===== src/pdc_pkg.sv =====
// pdc_pkg: register map, field positions and reset values of the divider path block
package pdc_pkg;
    // ------------------------------------------------------------
    // register indices (byte address is four times the index)
    // ------------------------------------------------------------
    localparam logic [4:0] IDX_REF_RATIO = 5'h02;
    localparam logic [4:0] IDX_N_INT = 5'h03;
    localparam logic [4:0] IDX_N_FRAC = 5'h04;
    localparam logic [4:0] IDX_MOD_CFG = 5'h06;
    localparam logic [4:0] IDX_ANA_EN = 5'h08;
    localparam logic [4:0] IDX_CP_CTL = 5'h09;
    localparam logic [4:0] IDX_PIN_CFG = 5'h0f;
    localparam logic [4:0] IDX_STATUS = 5'h10;
    // ------------------------------------------------------------
    // widths and field positions
    // ------------------------------------------------------------
    localparam int REG_W = 24;
    localparam int REF_W = 14;
    localparam int N_W = 19;
    localparam int FRAC_W = 24;
    localparam int DSM_LSB = 2;
    localparam int DIV2_BIT = 19;
    localparam int HF_BIT = 21;
    localparam int CP_MAG_LSB = 14;
    localparam int CP_MAG_W = 7;
    localparam int CP_DIR_LSB = 21;
    localparam int PIN_SEL_W = 5;
    // ------------------------------------------------------------
    // encodings
    // ------------------------------------------------------------
    localparam logic [1:0] DSM_INTEGER = 2'h0;
    localparam logic [1:0] DSM_MODE_A = 2'h1;
    localparam logic [1:0] CP_DIR_UP = 2'h1;
    localparam logic [1:0] CP_DIR_DN = 2'h2;
    localparam logic [4:0] PIN_SEL_REF = 5'h09;
    localparam logic [4:0] PIN_SEL_N = 5'h0a;
    // ------------------------------------------------------------
    // reset values
    // ------------------------------------------------------------
    localparam logic [23:0] RST_REF_RATIO = 24'h000001;
    localparam logic [23:0] RST_N_INT = 24'h000010;
    localparam logic [23:0] RST_ZERO = 24'h000000;
endpackage : pdc_pkg


===== src/pdc_top.sv =====
// pdc_top: reference and feedback dividers, modulator and their control registers
`timescale 1ns/1ps

module pdc_top (
    // clock and reset
    input wire logic clk_i,
    input wire logic rst_i,
    // wishbone slave
    input wire logic wb_cyc_i,
    input wire logic wb_stb_i,
    input wire logic wb_we_i,
    input wire logic [7:0] wb_adr_i,
    input wire logic [3:0] wb_sel_i,
    input wire logic [31:0] wb_dat_i,
    output logic [31:0] wb_dat_o,
    output logic wb_ack_o,
    // divider inputs from pins
    input wire logic ref_in_i,
    input wire logic vco_in_i,
    // analog controls
    output logic ref_buf_hf_mode_o,
    output logic [1:0] dsm_mode_o,
    output logic cp_offset_up_o,
    output logic cp_offset_dn_o,
    output logic [pdc_pkg::CP_MAG_W-1:0] cp_offset_mag_o,
    // divider outputs to phase detector
    output logic ref_div_tick_o,
    output logic n_div_tick_o,
    // test pin
    output logic lock_detect_serial_out_pin_o,
    output logic lock_detect_serial_out_pin_oe_o
);
    import pdc_pkg::*;

    // ------------------------------------------------------------
    // register bus
    // ------------------------------------------------------------
    logic [23:0] ref_ratio_reg, ref_ratio_next;
    logic [23:0] n_int_reg, n_int_next;
    logic [23:0] n_frac_reg, n_frac_next;
    logic [23:0] mod_cfg_reg, mod_cfg_next;
    logic [23:0] ana_en_reg, ana_en_next;
    logic [23:0] cp_ctl_reg, cp_ctl_next;
    logic [23:0] pin_cfg_reg, pin_cfg_next;
    logic [31:0] dat_reg, dat_next;
    logic ack_reg, ack_next;
    logic [23:0] status_w;
    logic req;
    logic [4:0] idx;

    // byte-lane merge, used for every writable register
    function automatic logic [23:0] lane_merge(input logic [23:0] old,
                                               input logic [31:0] dat,
                                               input logic [3:0] sel);
        logic [23:0] r;
        r = old;
        if (sel[0]) r[7:0] = dat[7:0];
        if (sel[1]) r[15:8] = dat[15:8];
        if (sel[2]) r[23:16] = dat[23:16];
        return r;
    endfunction : lane_merge

    assign req = wb_cyc_i && wb_stb_i && !ack_reg;
    assign idx = wb_adr_i[6:2];

    // decode, write with byte lanes, capture read data; unmapped reads zero
    always_comb
    begin
        ref_ratio_next = ref_ratio_reg;
        n_int_next = n_int_reg;
        n_frac_next = n_frac_reg;
        mod_cfg_next = mod_cfg_reg;
        ana_en_next = ana_en_reg;
        cp_ctl_next = cp_ctl_reg;
        pin_cfg_next = pin_cfg_reg;
        dat_next = dat_reg;
        ack_next = req;
        if (req && wb_we_i && wb_adr_i[7] == 1'b0)
        begin
            case (idx)
                IDX_REF_RATIO: ref_ratio_next = lane_merge(ref_ratio_reg, wb_dat_i, wb_sel_i);
                IDX_N_INT: n_int_next = lane_merge(n_int_reg, wb_dat_i, wb_sel_i);
                IDX_N_FRAC: n_frac_next = lane_merge(n_frac_reg, wb_dat_i, wb_sel_i);
                IDX_MOD_CFG: mod_cfg_next = lane_merge(mod_cfg_reg, wb_dat_i, wb_sel_i);
                IDX_ANA_EN: ana_en_next = lane_merge(ana_en_reg, wb_dat_i, wb_sel_i);
                IDX_CP_CTL: cp_ctl_next = lane_merge(cp_ctl_reg, wb_dat_i, wb_sel_i);
                IDX_PIN_CFG: pin_cfg_next = lane_merge(pin_cfg_reg, wb_dat_i, wb_sel_i);
                default: ;
            endcase
        end
        if (req && !wb_we_i)
        begin
            dat_next = 32'h00000000;
            if (wb_adr_i[7] == 1'b0)
            begin
                case (idx)
                    IDX_REF_RATIO: dat_next[23:0] = ref_ratio_reg;
                    IDX_N_INT: dat_next[23:0] = n_int_reg;
                    IDX_N_FRAC: dat_next[23:0] = n_frac_reg;
                    IDX_MOD_CFG: dat_next[23:0] = mod_cfg_reg;
                    IDX_ANA_EN: dat_next[23:0] = ana_en_reg;
                    IDX_CP_CTL: dat_next[23:0] = cp_ctl_reg;
                    IDX_PIN_CFG: dat_next[23:0] = pin_cfg_reg;
                    IDX_STATUS: dat_next[23:0] = status_w;
                    default: ;
                endcase
            end
        end
    end

    always_ff @(posedge clk_i)
    begin
        if (rst_i)
        begin
            ref_ratio_reg <= RST_REF_RATIO;
            n_int_reg <= RST_N_INT;
            n_frac_reg <= RST_ZERO;
            mod_cfg_reg <= RST_ZERO;
            ana_en_reg <= RST_ZERO;
            cp_ctl_reg <= RST_ZERO;
            pin_cfg_reg <= RST_ZERO;
            dat_reg <= 32'h00000000;
            ack_reg <= 1'b0;
        end
        else
        begin
            ref_ratio_reg <= ref_ratio_next;
            n_int_reg <= n_int_next;
            n_frac_reg <= n_frac_next;
            mod_cfg_reg <= mod_cfg_next;
            ana_en_reg <= ana_en_next;
            cp_ctl_reg <= cp_ctl_next;
            pin_cfg_reg <= pin_cfg_next;
            dat_reg <= dat_next;
            ack_reg <= ack_next;
        end
    end

    assign wb_dat_o = dat_reg;
    assign wb_ack_o = ack_reg;

    // ------------------------------------------------------------
    // pin synchronisers and edge detect
    // ------------------------------------------------------------
    // pins are sampled at clk, so inputs must stay well below half of clk
    logic [2:0] ref_sync_reg, vco_sync_reg;
    logic ref_edge, vco_edge;

    always_ff @(posedge clk_i)
    begin
        if (rst_i)
        begin
            ref_sync_reg <= 3'h0;
            vco_sync_reg <= 3'h0;
        end
        else
        begin
            ref_sync_reg <= {ref_sync_reg[1:0], ref_in_i};
            vco_sync_reg <= {vco_sync_reg[1:0], vco_in_i};
        end
    end

    assign ref_edge = ref_sync_reg[1] && !ref_sync_reg[2];
    assign vco_edge = vco_sync_reg[1] && !vco_sync_reg[2];

    // ------------------------------------------------------------
    // dividers and modulator
    // ------------------------------------------------------------
    logic [REF_W-1:0] ref_cnt_reg, ref_cnt_next, r_eff;
    logic ref_tick_reg, ref_tick_next, ref_tog_reg, ref_tog_next;
    logic pre_tog_reg, pre_tog_next, pre_edge, div2_en;
    logic [N_W-1:0] n_cnt_reg, n_cnt_next, n_cur_reg, n_cur_next;
    logic n_tick_reg, n_tick_next, n_tog_reg, n_tog_next;
    logic [FRAC_W-1:0] acc1_reg, acc1_next, acc2_reg, acc2_next;
    logic c2_prev_reg, c2_prev_next;
    logic [FRAC_W:0] sum1, sum2;
    logic [N_W+1:0] n_calc;
    logic [1:0] dsm;
    logic pin_reg, pin_next;
    logic [PIN_SEL_W-1:0] pin_sel;

    // ratio 0 is treated as 1 so the divider never stalls
    assign r_eff = (ref_ratio_reg[REF_W-1:0] == '0) ? 14'h0001 : ref_ratio_reg[REF_W-1:0];
    assign div2_en = ana_en_reg[DIV2_BIT];
    assign dsm = mod_cfg_reg[DSM_LSB+1:DSM_LSB];
    assign pin_sel = pin_cfg_reg[PIN_SEL_W-1:0];
    // with div2 on, only every second vco edge reaches the counter
    assign pre_edge = vco_edge && (!div2_en || pre_tog_reg);
    assign sum1 = {1'b0, acc1_reg} + {1'b0, n_frac_reg};
    assign sum2 = {1'b0, acc2_reg} + {1'b0, sum1[FRAC_W-1:0]};

    // next ratio: integer, first order (mode a) or two-stage noise shaping
    always_comb
    begin
        n_calc = {2'b00, n_int_reg[N_W-1:0]};
        if (dsm == DSM_MODE_A)
        begin
            n_calc = n_calc + {20'h00000, sum1[FRAC_W]};
        end
        else if (dsm != DSM_INTEGER)
        begin
            // second stage trades in-band noise for out-of-band
            n_calc = n_calc + {20'h00000, sum1[FRAC_W]} + {20'h00000, sum2[FRAC_W]}
                     - {20'h00000, c2_prev_reg};
        end
    end

    // counting, run on the synchronised edges
    always_comb
    begin
        ref_cnt_next = ref_cnt_reg;
        ref_tick_next = 1'b0;
        ref_tog_next = ref_tog_reg;
        pre_tog_next = pre_tog_reg;
        n_cnt_next = n_cnt_reg;
        n_cur_next = n_cur_reg;
        n_tick_next = 1'b0;
        n_tog_next = n_tog_reg;
        acc1_next = acc1_reg;
        acc2_next = acc2_reg;
        c2_prev_next = c2_prev_reg;
        if (ref_edge)
        begin
            if (ref_cnt_reg >= r_eff - 14'h0001)
            begin
                ref_cnt_next = '0;
                ref_tick_next = 1'b1;
                ref_tog_next = !ref_tog_reg;
            end
            else
            begin
                ref_cnt_next = ref_cnt_reg + 14'h0001;
            end
        end
        if (vco_edge)
        begin
            pre_tog_next = div2_en ? !pre_tog_reg : 1'b0;
        end
        if (pre_edge)
        begin
            if (n_cnt_reg >= n_cur_reg - 19'h00001)
            begin
                n_cnt_next = '0;
                n_tick_next = 1'b1;
                n_tog_next = !n_tog_reg;
                n_cur_next = n_calc[N_W-1:0];
                if (dsm != DSM_INTEGER)
                begin
                    acc1_next = sum1[FRAC_W-1:0];
                    acc2_next = sum2[FRAC_W-1:0];
                    c2_prev_next = sum2[FRAC_W];
                end
            end
            else
            begin
                n_cnt_next = n_cnt_reg + 19'h00001;
            end
        end
        // test pin view of either divider
        case (pin_sel)
            PIN_SEL_REF: pin_next = ref_tog_reg;
            PIN_SEL_N: pin_next = n_tog_reg;
            default: pin_next = 1'b0;
        endcase
    end

    always_ff @(posedge clk_i)
    begin
        if (rst_i)
        begin
            ref_cnt_reg <= '0;
            ref_tick_reg <= 1'b0;
            ref_tog_reg <= 1'b0;
            pre_tog_reg <= 1'b0;
            n_cnt_reg <= '0;
            n_cur_reg <= RST_N_INT[N_W-1:0];
            n_tick_reg <= 1'b0;
            n_tog_reg <= 1'b0;
            acc1_reg <= '0;
            acc2_reg <= '0;
            c2_prev_reg <= 1'b0;
            pin_reg <= 1'b0;
        end
        else
        begin
            ref_cnt_reg <= ref_cnt_next;
            ref_tick_reg <= ref_tick_next;
            ref_tog_reg <= ref_tog_next;
            pre_tog_reg <= pre_tog_next;
            n_cnt_reg <= n_cnt_next;
            n_cur_reg <= n_cur_next;
            n_tick_reg <= n_tick_next;
            n_tog_reg <= n_tog_next;
            acc1_reg <= acc1_next;
            acc2_reg <= acc2_next;
            c2_prev_reg <= c2_prev_next;
            pin_reg <= pin_next;
        end
    end

    // ------------------------------------------------------------
    // outputs
    // ------------------------------------------------------------
    // comparison rate limits are software's job; nothing checks them here
    assign ref_div_tick_o = ref_tick_reg;
    assign n_div_tick_o = n_tick_reg;
    assign ref_buf_hf_mode_o = ana_en_reg[HF_BIT];
    assign dsm_mode_o = dsm;
    // both directions set at once means no offset at all
    assign cp_offset_up_o = (cp_ctl_reg[CP_DIR_LSB+1:CP_DIR_LSB] == CP_DIR_UP);
    assign cp_offset_dn_o = (cp_ctl_reg[CP_DIR_LSB+1:CP_DIR_LSB] == CP_DIR_DN);
    assign cp_offset_mag_o = cp_ctl_reg[CP_MAG_LSB+CP_MAG_W-1:CP_MAG_LSB];
    assign lock_detect_serial_out_pin_o = pin_reg;
    assign lock_detect_serial_out_pin_oe_o = 1'b1;
    assign status_w = {3'h0, ref_tog_reg, n_tog_reg, n_cur_reg};
endmodule : pdc_top


===== config.mk =====
export PLATFORM = sky130hd
export DESIGN_NAME = pdc_top
export DESIGN_NICKNAME = d
export VERILOG_FILES = /design/src/pdc_pkg.sv /design/src/pdc_top.sv
export SDC_FILE = /design/constraint.sdc
export NUM_CORES = 1
export LEC_CHECK = 0
export ABC_AREA = 1
export BUFFER_PORTS_ARGS = -buffer_cell sky130_fd_sc_hd__buf_2
export CAP_MARGIN = 20
export CORE_MARGIN = 1.5
export CORE_UTILIZATION = 40
export DETAILED_ROUTE_END_ITERATION = 16
export PLACE_DENSITY = 0.57
export SLEW_MARGIN = 20
export SYNTH_ARGS = -nofsm -noshare
export SYNTH_HDL_FRONTEND = slang
export SYNTH_SLANG_ARGS = --single-unit

===== constraint.sdc =====
create_clock -name clk_i -period 7.3 [get_ports clk_i]
set_input_delay 0.365 -clock clk_i [delete_from_list [all_inputs] [get_ports clk_i]]
set_output_delay 0.365 -clock clk_i [all_outputs]
set_load 0.005 [all_outputs]

## Yosys cells after proc, flatten, opt, wreduce, memory -nomap -nowiden

Cells that the tools add are included.

- Equality and inequality tests: 13
- $lt $le $gt $ge: 2
- Reductions and logical operators: 45
- Mux-type cells: 11
- Add/sub/neg operators: 9
- Bitwise gates (word level): 3

Operators with widths:

| operator | count |
|---|---|
| $pmux 24 s8 | 1 |
| $reduce_and 3->1 | 22 |
| $mux 19 | 3 |
| $add 24x24->25 | 2 |
| $add 19x1->19 | 2 |
| $mux 14 | 2 |
| $eq 5x4->1 const B | 5 |
| $mux 24 | 1 |
| $add 19x1->19 const B | 1 |
| $ge 19x19->1 | 1 |
| $sub 19x1->19 | 1 |
| $sub 19x1->19 const B | 1 |
| $add 14x1->14 const B | 1 |
| $ge 14x14->1 | 1 |
| $logic_not 14->1 | 1 |
| $sub 14x1->14 const B | 1 |
| $eq 5x2->1 const B | 2 |
| $eq 5x3->1 const B | 2 |
| $logic_and 1x1->1 | 8 |
| $logic_not 1->1 | 8 |
| $eq 5x5->1 const B | 1 |
| $eq 2x1->1 const B | 2 |
| $reduce_and 2->1 | 2 |
| $reduce_or 2->1 | 2 |
| other kinds (6) | 10 |

- Bits of input ports: 51
- Logic and storage cells: 120
- Register bits after elaboration: 306
- Output and inout bits: 49

## Logic depth before layout (Yosys ltp)

Gate-level depths: netlist of run 1.

- Word-level depth: 6
- Mapped depth: 34
- Gate-level depth less buffers: 34

## Worst setup path before layout of run 1

No wires, ideal clock.

- Path kind: register to register
- Start: register n_frac_reg[0]
- End: register n_cur_reg[12]
- Arrival: 3.935 ns
- Required time: 7.187 ns
- Path buffers: 0
- Setup time: 0.113 ns
- Clock period less this slack: 4.048 ns
- Cell stages (with the launch flop): 32
- Path slack: 3.252 ns
- Cell sequence: dfxtp_1 > ha_1 > fa_1 > nand2_1 > nand2_1 > nand2_1 > o21ai_0 > nand3_1 > nand2_1 > xor2_1 > inv_1 > ha_1 > nand2_1 > o21ai_0 > nor2_1 > nand2_1 > nand2_1 > nand3_1 > ha_1 > inv_1 > fa_1 > inv_1 > nand3_1 > nand3_1 > nand2_1 > nand2_1 > a21o_1 > nand2_1 > nand2_1 > nor2_1 > nor2_1 > nor2_1

- Cells in the longest elaborated chain, start to end: 6
- Elaborated cells on any way between the ends: 7
- Those cells by class: 5 x add/sub; 2 x mux

Ends and longest elaborated chain:

| item | RTL line | text |
|---|---|---|
| start, declared | pdc_top.sv:40 | `logic [23:0] n_frac_reg, n_frac_next;` |
| start signal, assigned | pdc_top.sv:129 | `n_frac_reg <= n_frac_next;` |
| $add 24x24->25 | pdc_top.sv:189 | `assign sum1 = {1'b0, acc1_reg} + {1'b0, n_frac_reg};` |
| net sum1[14] | pdc_top.sv:176 | `logic [FRAC_W:0] sum1, sum2;` |
| $add 24x24->25 | pdc_top.sv:190 | `assign sum2 = {1'b0, acc2_reg} + {1'b0, sum1[FRAC_W-1:0]};` |
| net sum2[24] | pdc_top.sv:176 |  |
| $add 19x1->19 | pdc_top.sv:203 | `n_calc = n_calc + {20'h00000, sum1[FRAC_W]} + {20'h00000, sum2[FRAC_W]}` |
| $sub 19x1->19 | pdc_top.sv:204 | `- {20'h00000, c2_prev_reg};` |
| $mux 19 | pdc_top.sv:200 | `else if (dsm != DSM_INTEGER)` |
| $mux 19 | pdc_top.sv:196 | `if (dsm == DSM_MODE_A)` |
| end signal, assigned | pdc_top.sv:276 | `n_cur_reg <= RST_N_INT[N_W-1:0];` |
| end signal, assigned | pdc_top.sv:291 | `n_cur_reg <= n_cur_next;` |
| end, declared | pdc_top.sv:172 | `logic [N_W-1:0] n_cnt_reg, n_cnt_next, n_cur_reg, n_cur_next;` |

The timed path passes the listed nets, and every way through them passes these cells.
A chain may end at the register's enable or synchronous reset.

## Final worst setup path of run 1

Ends and elaborated chain as after synthesis.

==> results of run 1 <==
## metal layers
layer  wire (um)  GRT usage, %
met1       26230         31.75
met2       26330         40.03
met3        3330         4.059
met4        1868         9.074
met5           0             0
## worst register-to-register path, delay by kind of cell, from the launching register on
family	cells	cell delay [ps]
AO/OA/AOI/OAI	2	560
XOR/XNOR	1	200
buffers and inverters	3	240
adder cells (fa/ha/maj)	5	1470
AND/OR/NAND/NOR	20	2030
flip-flops	1	420
## through the flow
step	hold slack (ps)	setup slack, ps	cells	power [mW]
3_5_place_dp	403.3	2291	3413	1.830
4_1_cts	19.71	2265	3482	3.754
2_1_floorplan	388.3	3252	2822	1.777
6_report	29.28	2260	3484	3.716
5_1_grt	42.64	1784	3483	3.833
3_3_place_gp	402.4	2315	3413	1.829
## worst max path at each step
stage | cells past startpoint | endpoint | startpoint | slack [ps]
finish | 31 | n_cur_reg[12]$_SDFFE_PP0P_ | n_frac_reg[0]$_SDFFE_PP0P_ | 2260
global route | 31 | n_cur_reg[12]$_SDFFE_PP0P_ | n_frac_reg[0]$_SDFFE_PP0P_ | 1780
CTS | 31 | n_cur_reg[12]$_SDFFE_PP0P_ | n_frac_reg[0]$_SDFFE_PP0P_ | 2260
detailed placement | 31 | n_cur_reg[12]$_SDFFE_PP0P_ | n_frac_reg[0]$_SDFFE_PP0P_ | 2290
global placement | 31 | n_cur_reg[12]$_SDFFE_PP0P_ | n_frac_reg[0]$_SDFFE_PP0P_ | 2320
floorplan | 31 | n_cur_reg[12]$_SDFFE_PP0P_ | n_frac_reg[0]$_SDFFE_PP0P_ | 3250
## logic make-up after synthesis
group                    share of synthesized area, %
buffers and inverters                           8.895
other                                         0.04075
adder cells (fa/ha/maj)                         7.523
AO/OA/AOI/OAI                                   16.76
AND/OR/NAND/NOR                                 29.88
XOR/XNOR                                        3.660
flip-flops                                      33.24
## placed cells by master (no fill, tap or decap), types with 3 or more instances in the layout
| cell type | count |
|---|---|
| clkbuf_1 | 10 |
| nor2_2 | 12 |
| ha_1 | 106 |
| nor2_1 | 524 |
| nand2_1 | 565 |
| o21bai_1 | 3 |
| buf_4 | 7 |
| nand2_2 | 3 |
| clkbuf_8 | 7 |
| dfxtp_1 | 306 |
| buf_2 | 79 |
| clkinv_2 | 8 |
| nand3_2 | 3 |
| bufinv_16 | 3 |
| conb_1 | 9 |
| a22o_1 | 12 |
| a21o_1 | 5 |
| nor3_1 | 31 |
| o21ai_0 | 274 |
| fa_1 | 3 |
| or2_2 | 5 |
| clkbuf_16 | 38 |
| nand3b_1 | 9 |
| o21a_1 | 5 |
| nand4_1 | 35 |
| xnor2_1 | 12 |
| inv_2 | 16 |
| nor4_1 | 7 |
| o21ai_1 | 3 |
| inv_1 | 288 |
| xor2_1 | 65 |
| a21oi_1 | 231 |
| o211ai_1 | 6 |
| nand3_1 | 126 |
| o22ai_1 | 40 |
## where the power goes
group | switching [mW] | internal [mW] | total [mW]
sequential | 0.00260 | 1.67 | 1.68
clock | 0.772 | 1.15 | 1.92
combinational | 0.0944 | 0.0249 | 0.119
total | 0.869 | 2.85 | 3.72
## cell type report
cell class	instances	share of cell area (%)
clock buffers	55	5.303
flip-flops and latches	306	29.95
repair buffers	86	2.190
clock inverters	14	0.9419
multi-input cells	2113	52.25
well taps	600	3.670
inverters	308	5.676
diodes	2	0.02446
==> impl_metrics.tcl, run 1 <==
set metrics [dict create \
    num_rows 78 \
    ff2ff_path_depth 31 \
    cts_root_buffer "clkbuf_16" \
    seq_area_frac_synth_pct 33.24 \
    grt_pass1_wl_mm 90.80 \
    finalSetupViolCount 0 \
    hp-start "vco_in_i" \
    cts.sinks 306 \
    ios 100 \
    hold_viol 0 \
    critical_path_arrival_ps 5500 \
    synth_commonest_cells "565 x nand2_1, 524 x nor2_1, 306 x dfxtp_1" \
    multi_input_area_mm2 0.01069 \
    synth.largest_area_cell "dfxtp_1" \
    yosys_most_used_dff "dfxtp_1" \
    drive_gt1_share_pct 6.766 \
    drt-initial-drc-count 1266 \
    finalWirelength_mm 57.76 \
    max_cap_viol_count 0 \
    die_w_um 217.6 \
    fill_cells 4787 \
    gp_congestion 0.9144 \
    grt_max_degree 104 \
    ys_top_cells_by_area "dfxtp_1 33%, nand2_1 12%, nor2_1 11%" \
    timing.slew.headroom_pct 35.60 \
    clock_skew_ps 29.64 \
    hp-class "input port to flip-flop" \
    grt_pass1_vias 16900 \
    min_period_ps 5040 \
    drcViolationCount 0 \
    hold_end "vco_sync_reg[0]$_SDFF_PP0_" \
    postRouteAntennaNets 0 \
    rr_startpoint "n_frac_reg[0]$_SDFFE_PP0P_" \
    synth_seq_cells 306 \
    postCtsSetupRepairBufs 0 \
    worst_pin_slew_ps 963.3 \
    nets 3013 \
    endpoint_kind "flip-flop" \
    max_freq_mhz 198.4 \
    clk_pin_slew_ps 60 \
    postCtsHoldBufs 0 \
    synth_edf_count 0 \
    slowest_stage "dfxtp_1" \
    ys.warnings.count 0 \
    yosysMostFrequentCell "nand2_1" \
    postSynthCellCount 2815 \
    avgSynthCellArea_um2 6.546 \
    path_buf_inv 3 \
    vdd_ir_drop_max_uv 156.7 \
    dpl.hpwl_mm 43.36 \
    io_buffers 79 \
    p_leak_nw 9.440 \
    netlist_area_mm2 0.01843 \
    worstSetupPathType "flip-flop to flip-flop" \
    routedWlPerCell_um 16.58 \
    r2r_end "n_cur_reg[12]$_SDFFE_PP0P_" \
    grt_setup_unrepaired "false" \
    insertion_delay_ps 570 \
    syn2layout_area_growth_pct 11.01 \
    status "finished clean" \
    cpPeakStageDelay_ps 420 \
    gr-total-overflow 0 \
    cts_buffers 38 \
    die_y_um 217.6 \
    post-route-util_pct 45.08 \
    cpMostUsedCell "nand2_1" \
    post_cts_resized 0 \
    register_area_mm2 0.006126 \
    startpoint_type "flip-flop" \
    holdPathStages 3 \
    clock_path_buffers 3 \
    grt_usage_pct 24.30 \
    first_pass_iters 6 \
    antenna_found_initial 2 \
    setup_tns_ps 0 \
    worst-r2r-setup-slack_ps 2260 \
    powerDensity_mw_per_mm2 181.7 \
    vias 18010 \
    slew_violations 0 \
    synth_top_cell_area_share_pct 33.24 \
    cp_max_fo 5 \
    final_area_mm2 0.02046 \
    start_util_pct 40.61 \
    dpl-instance-area_mm2 0.01917 \
    cp.required_ps 7760 \
    async_flop_share_pct 0 \
    fin_crit_sh_pct 69.04 \
    cts_tree "done" \
    ys_types 50 \
    die-area_mm2 0.04737 \
    core_mm2 0.04538 \
    cts_max_level 2 \
    via_per_inst 5.168 \
    critPathTopFamily "simple AND/OR/NAND/NOR gates" \
]
Note: power is estimated with default switching activity, not from simulation.
==> run 2: changes to the inputs <==
clock period = 4.8 ns   (was 7.3 ns; I/O delays follow)
==> run 2 against run 1 <==
Effect of this change:
- combinational power is 55% higher
- sequential power is 52% higher
- die area stayed put
- non-clock buffer count is 34 higher
- critical path depth is 5 lower
- sequential cell count stayed put
- cell count is 0.80% higher
- maximum frequency is 12% higher
- power is 50% higher
==> impl_metrics.tcl, run 2 (synthesis results as in run 1) <==
set metrics [dict create \
    status "finished clean" \
    gr-total-overflow 0 \
    start_util_pct 40.61 \
    nets 3046 \
    antenna_cells 0 \
    cp.required_ps 5240 \
    num_rows 78 \
    antenna_found_initial 0 \
    numPlacedInstances 3436 \
    slowest_stage "dfxtp_1" \
    fin_crit_sh_pct 93.58 \
    cpPeakStageDelay_ps 340 \
    grt_max_degree 127 \
    drcViolationCount 0 \
    critPathTopFamily "simple AND/OR/NAND/NOR gates" \
    worst_pin_slew_ps 972.3 \
    final_area_mm2 0.02096 \
    ios 100 \
    fin_cells 3512 \
    drive_gt1_share_pct 9.272 \
    cts_max_level 2 \
    insertion_delay_ps 580 \
    path_buf_inv 5 \
    layout_common_cells "557 x nand2_1, 519 x nor2_1, 306 x dfxtp_1, 287 x inv_1, 268 x o21ai_0" \
    io_buffers 79 \
    slew_violations 0 \
    fill_cells 4740 \
    critical_path_arrival_ps 4930 \
    p_leak_nw 9.546 \
    grt_usage_pct 24.71 \
    finalWirelength_mm 59.10 \
    worstSetupPathType "flip-flop to flip-flop" \
    first_pass_iters 6 \
    hp-class "input port to flip-flop" \
    vdd_ir_drop_max_uv 216.6 \
    finalSetupViolCount 0 \
    register_area_mm2 0.006126 \
    die_y_um 217.6 \
    grt_pass1_wl_mm 92.54 \
    routedWlPerCell_um 16.83 \
    cpMostUsedCell "nand2_1" \
    clock_path_buffers 3 \
    multi_input_area_mm2 0.01097 \
    cts_root_buffer "clkbuf_16" \
    dpl-instance-area_mm2 0.01936 \
    post-route-util_pct 46.18 \
    dpl.hpwl_mm 43.61 \
    die-area_mm2 0.04737 \
    cts.sinks 306 \
    core_mm2 0.04538 \
    cts_tree "done" \
    min_period_ps 4492 \
    cts_buffers 37 \
    startpoint_type "flip-flop" \
    via_per_inst 5.239 \
    vias 18400 \
    cp_max_fo 5 \
    postRouteAntennaNets 0 \
    syn2layout_area_growth_pct 13.72 \
    die_w_um 217.6 \
    max_freq_mhz 222.6 \
    powerDensity_mw_per_mm2 266.3 \
    power_mw 5.580 \
    clk_pin_slew_ps 60 \
    gp_congestion 0.9270 \
    clock_skew_ps 20.14 \
    mostFrequentLayoutCell "nand2_1" \
    timing.slew.headroom_pct 35.00 \
    endpoint_kind "flip-flop" \
    grt_pass1_vias 17090 \
    hold_viol 0 \
    drt-initial-drc-count 1538 \
    max_cap_viol_count 0 \
]
-- run 2: final cells by class --
type	instances	area share (%)
timing repair buffer	120	3.505
tap	600	3.582
sequential	306	29.23
clock inverter	12	0.7821
inverter	308	5.541
multi-input combinational	2113	52.37
clock buffer	53	4.991
-- run 2: path summary, 6_finish.rpt --
path                          startpoint                     endpoint  slack [ps]  depth (start not counted)
max          n_frac_reg[15]$_SDFFE_PP0P_    n_cur_reg[5]$_SDFFE_PP0P_         310                         26
min                         wb_dat_i[23]  n_frac_reg[23]$_SDFFE_PP0P_          20                          3
max reg2reg  n_frac_reg[15]$_SDFFE_PP0P_    n_cur_reg[5]$_SDFFE_PP0P_         310                         26
min reg2reg   vco_sync_reg[0]$_SDFF_PP0_   vco_sync_reg[1]$_SDFF_PP0_         420                          2
-- run 2: where the power goes --
part | internal [mW] | leakage [nW] | switching, mW
Clock | 1.64 | 0.591 | 1.20
Sequential | 2.55 | 2.47 | 0.00398
Combinational | 0.0418 | 6.49 | 0.144
-- run 2: what timing repair did --
item	in CTS	in global routing
pin swaps	0	10
buffers inserted	0	5
gates cloned	0	0
endpoints found under the setup margin	1	17
hold endpoints to repair	5	0
hold buffers	6	0
gates resized for setup	1	60
-- run 2: layer usage --
metal,GRT usage [%],wire length [um]
met4,6.389,1465
met2,41.52,27450
met3,3.543,3347
met1,33.04,26840
met5,0,0
-- run 2: worst register-to-register path: cells and delay by family (launching register included) --
kind | cells | cell delay, ps
AOI/OAI and AO/OA | 7 | 1180
adders and majority gates | 4 | 1040
and+or+nand+nor | 10 | 1180
buffers and inverters | 5 | 600
DFF | 1 | 340
-- run 2: through the flow --
stage	TNS [ps]	setup WS, ps	hold slack (ps)
floorplan	0	752.0	347.0
CTS	0	79.05	9.533
detailed placement	0	7.812	398.4
finish	0	308.3	21.16
global placement	0	49.99	401.9
global route	-242.9	-58.62	21.65
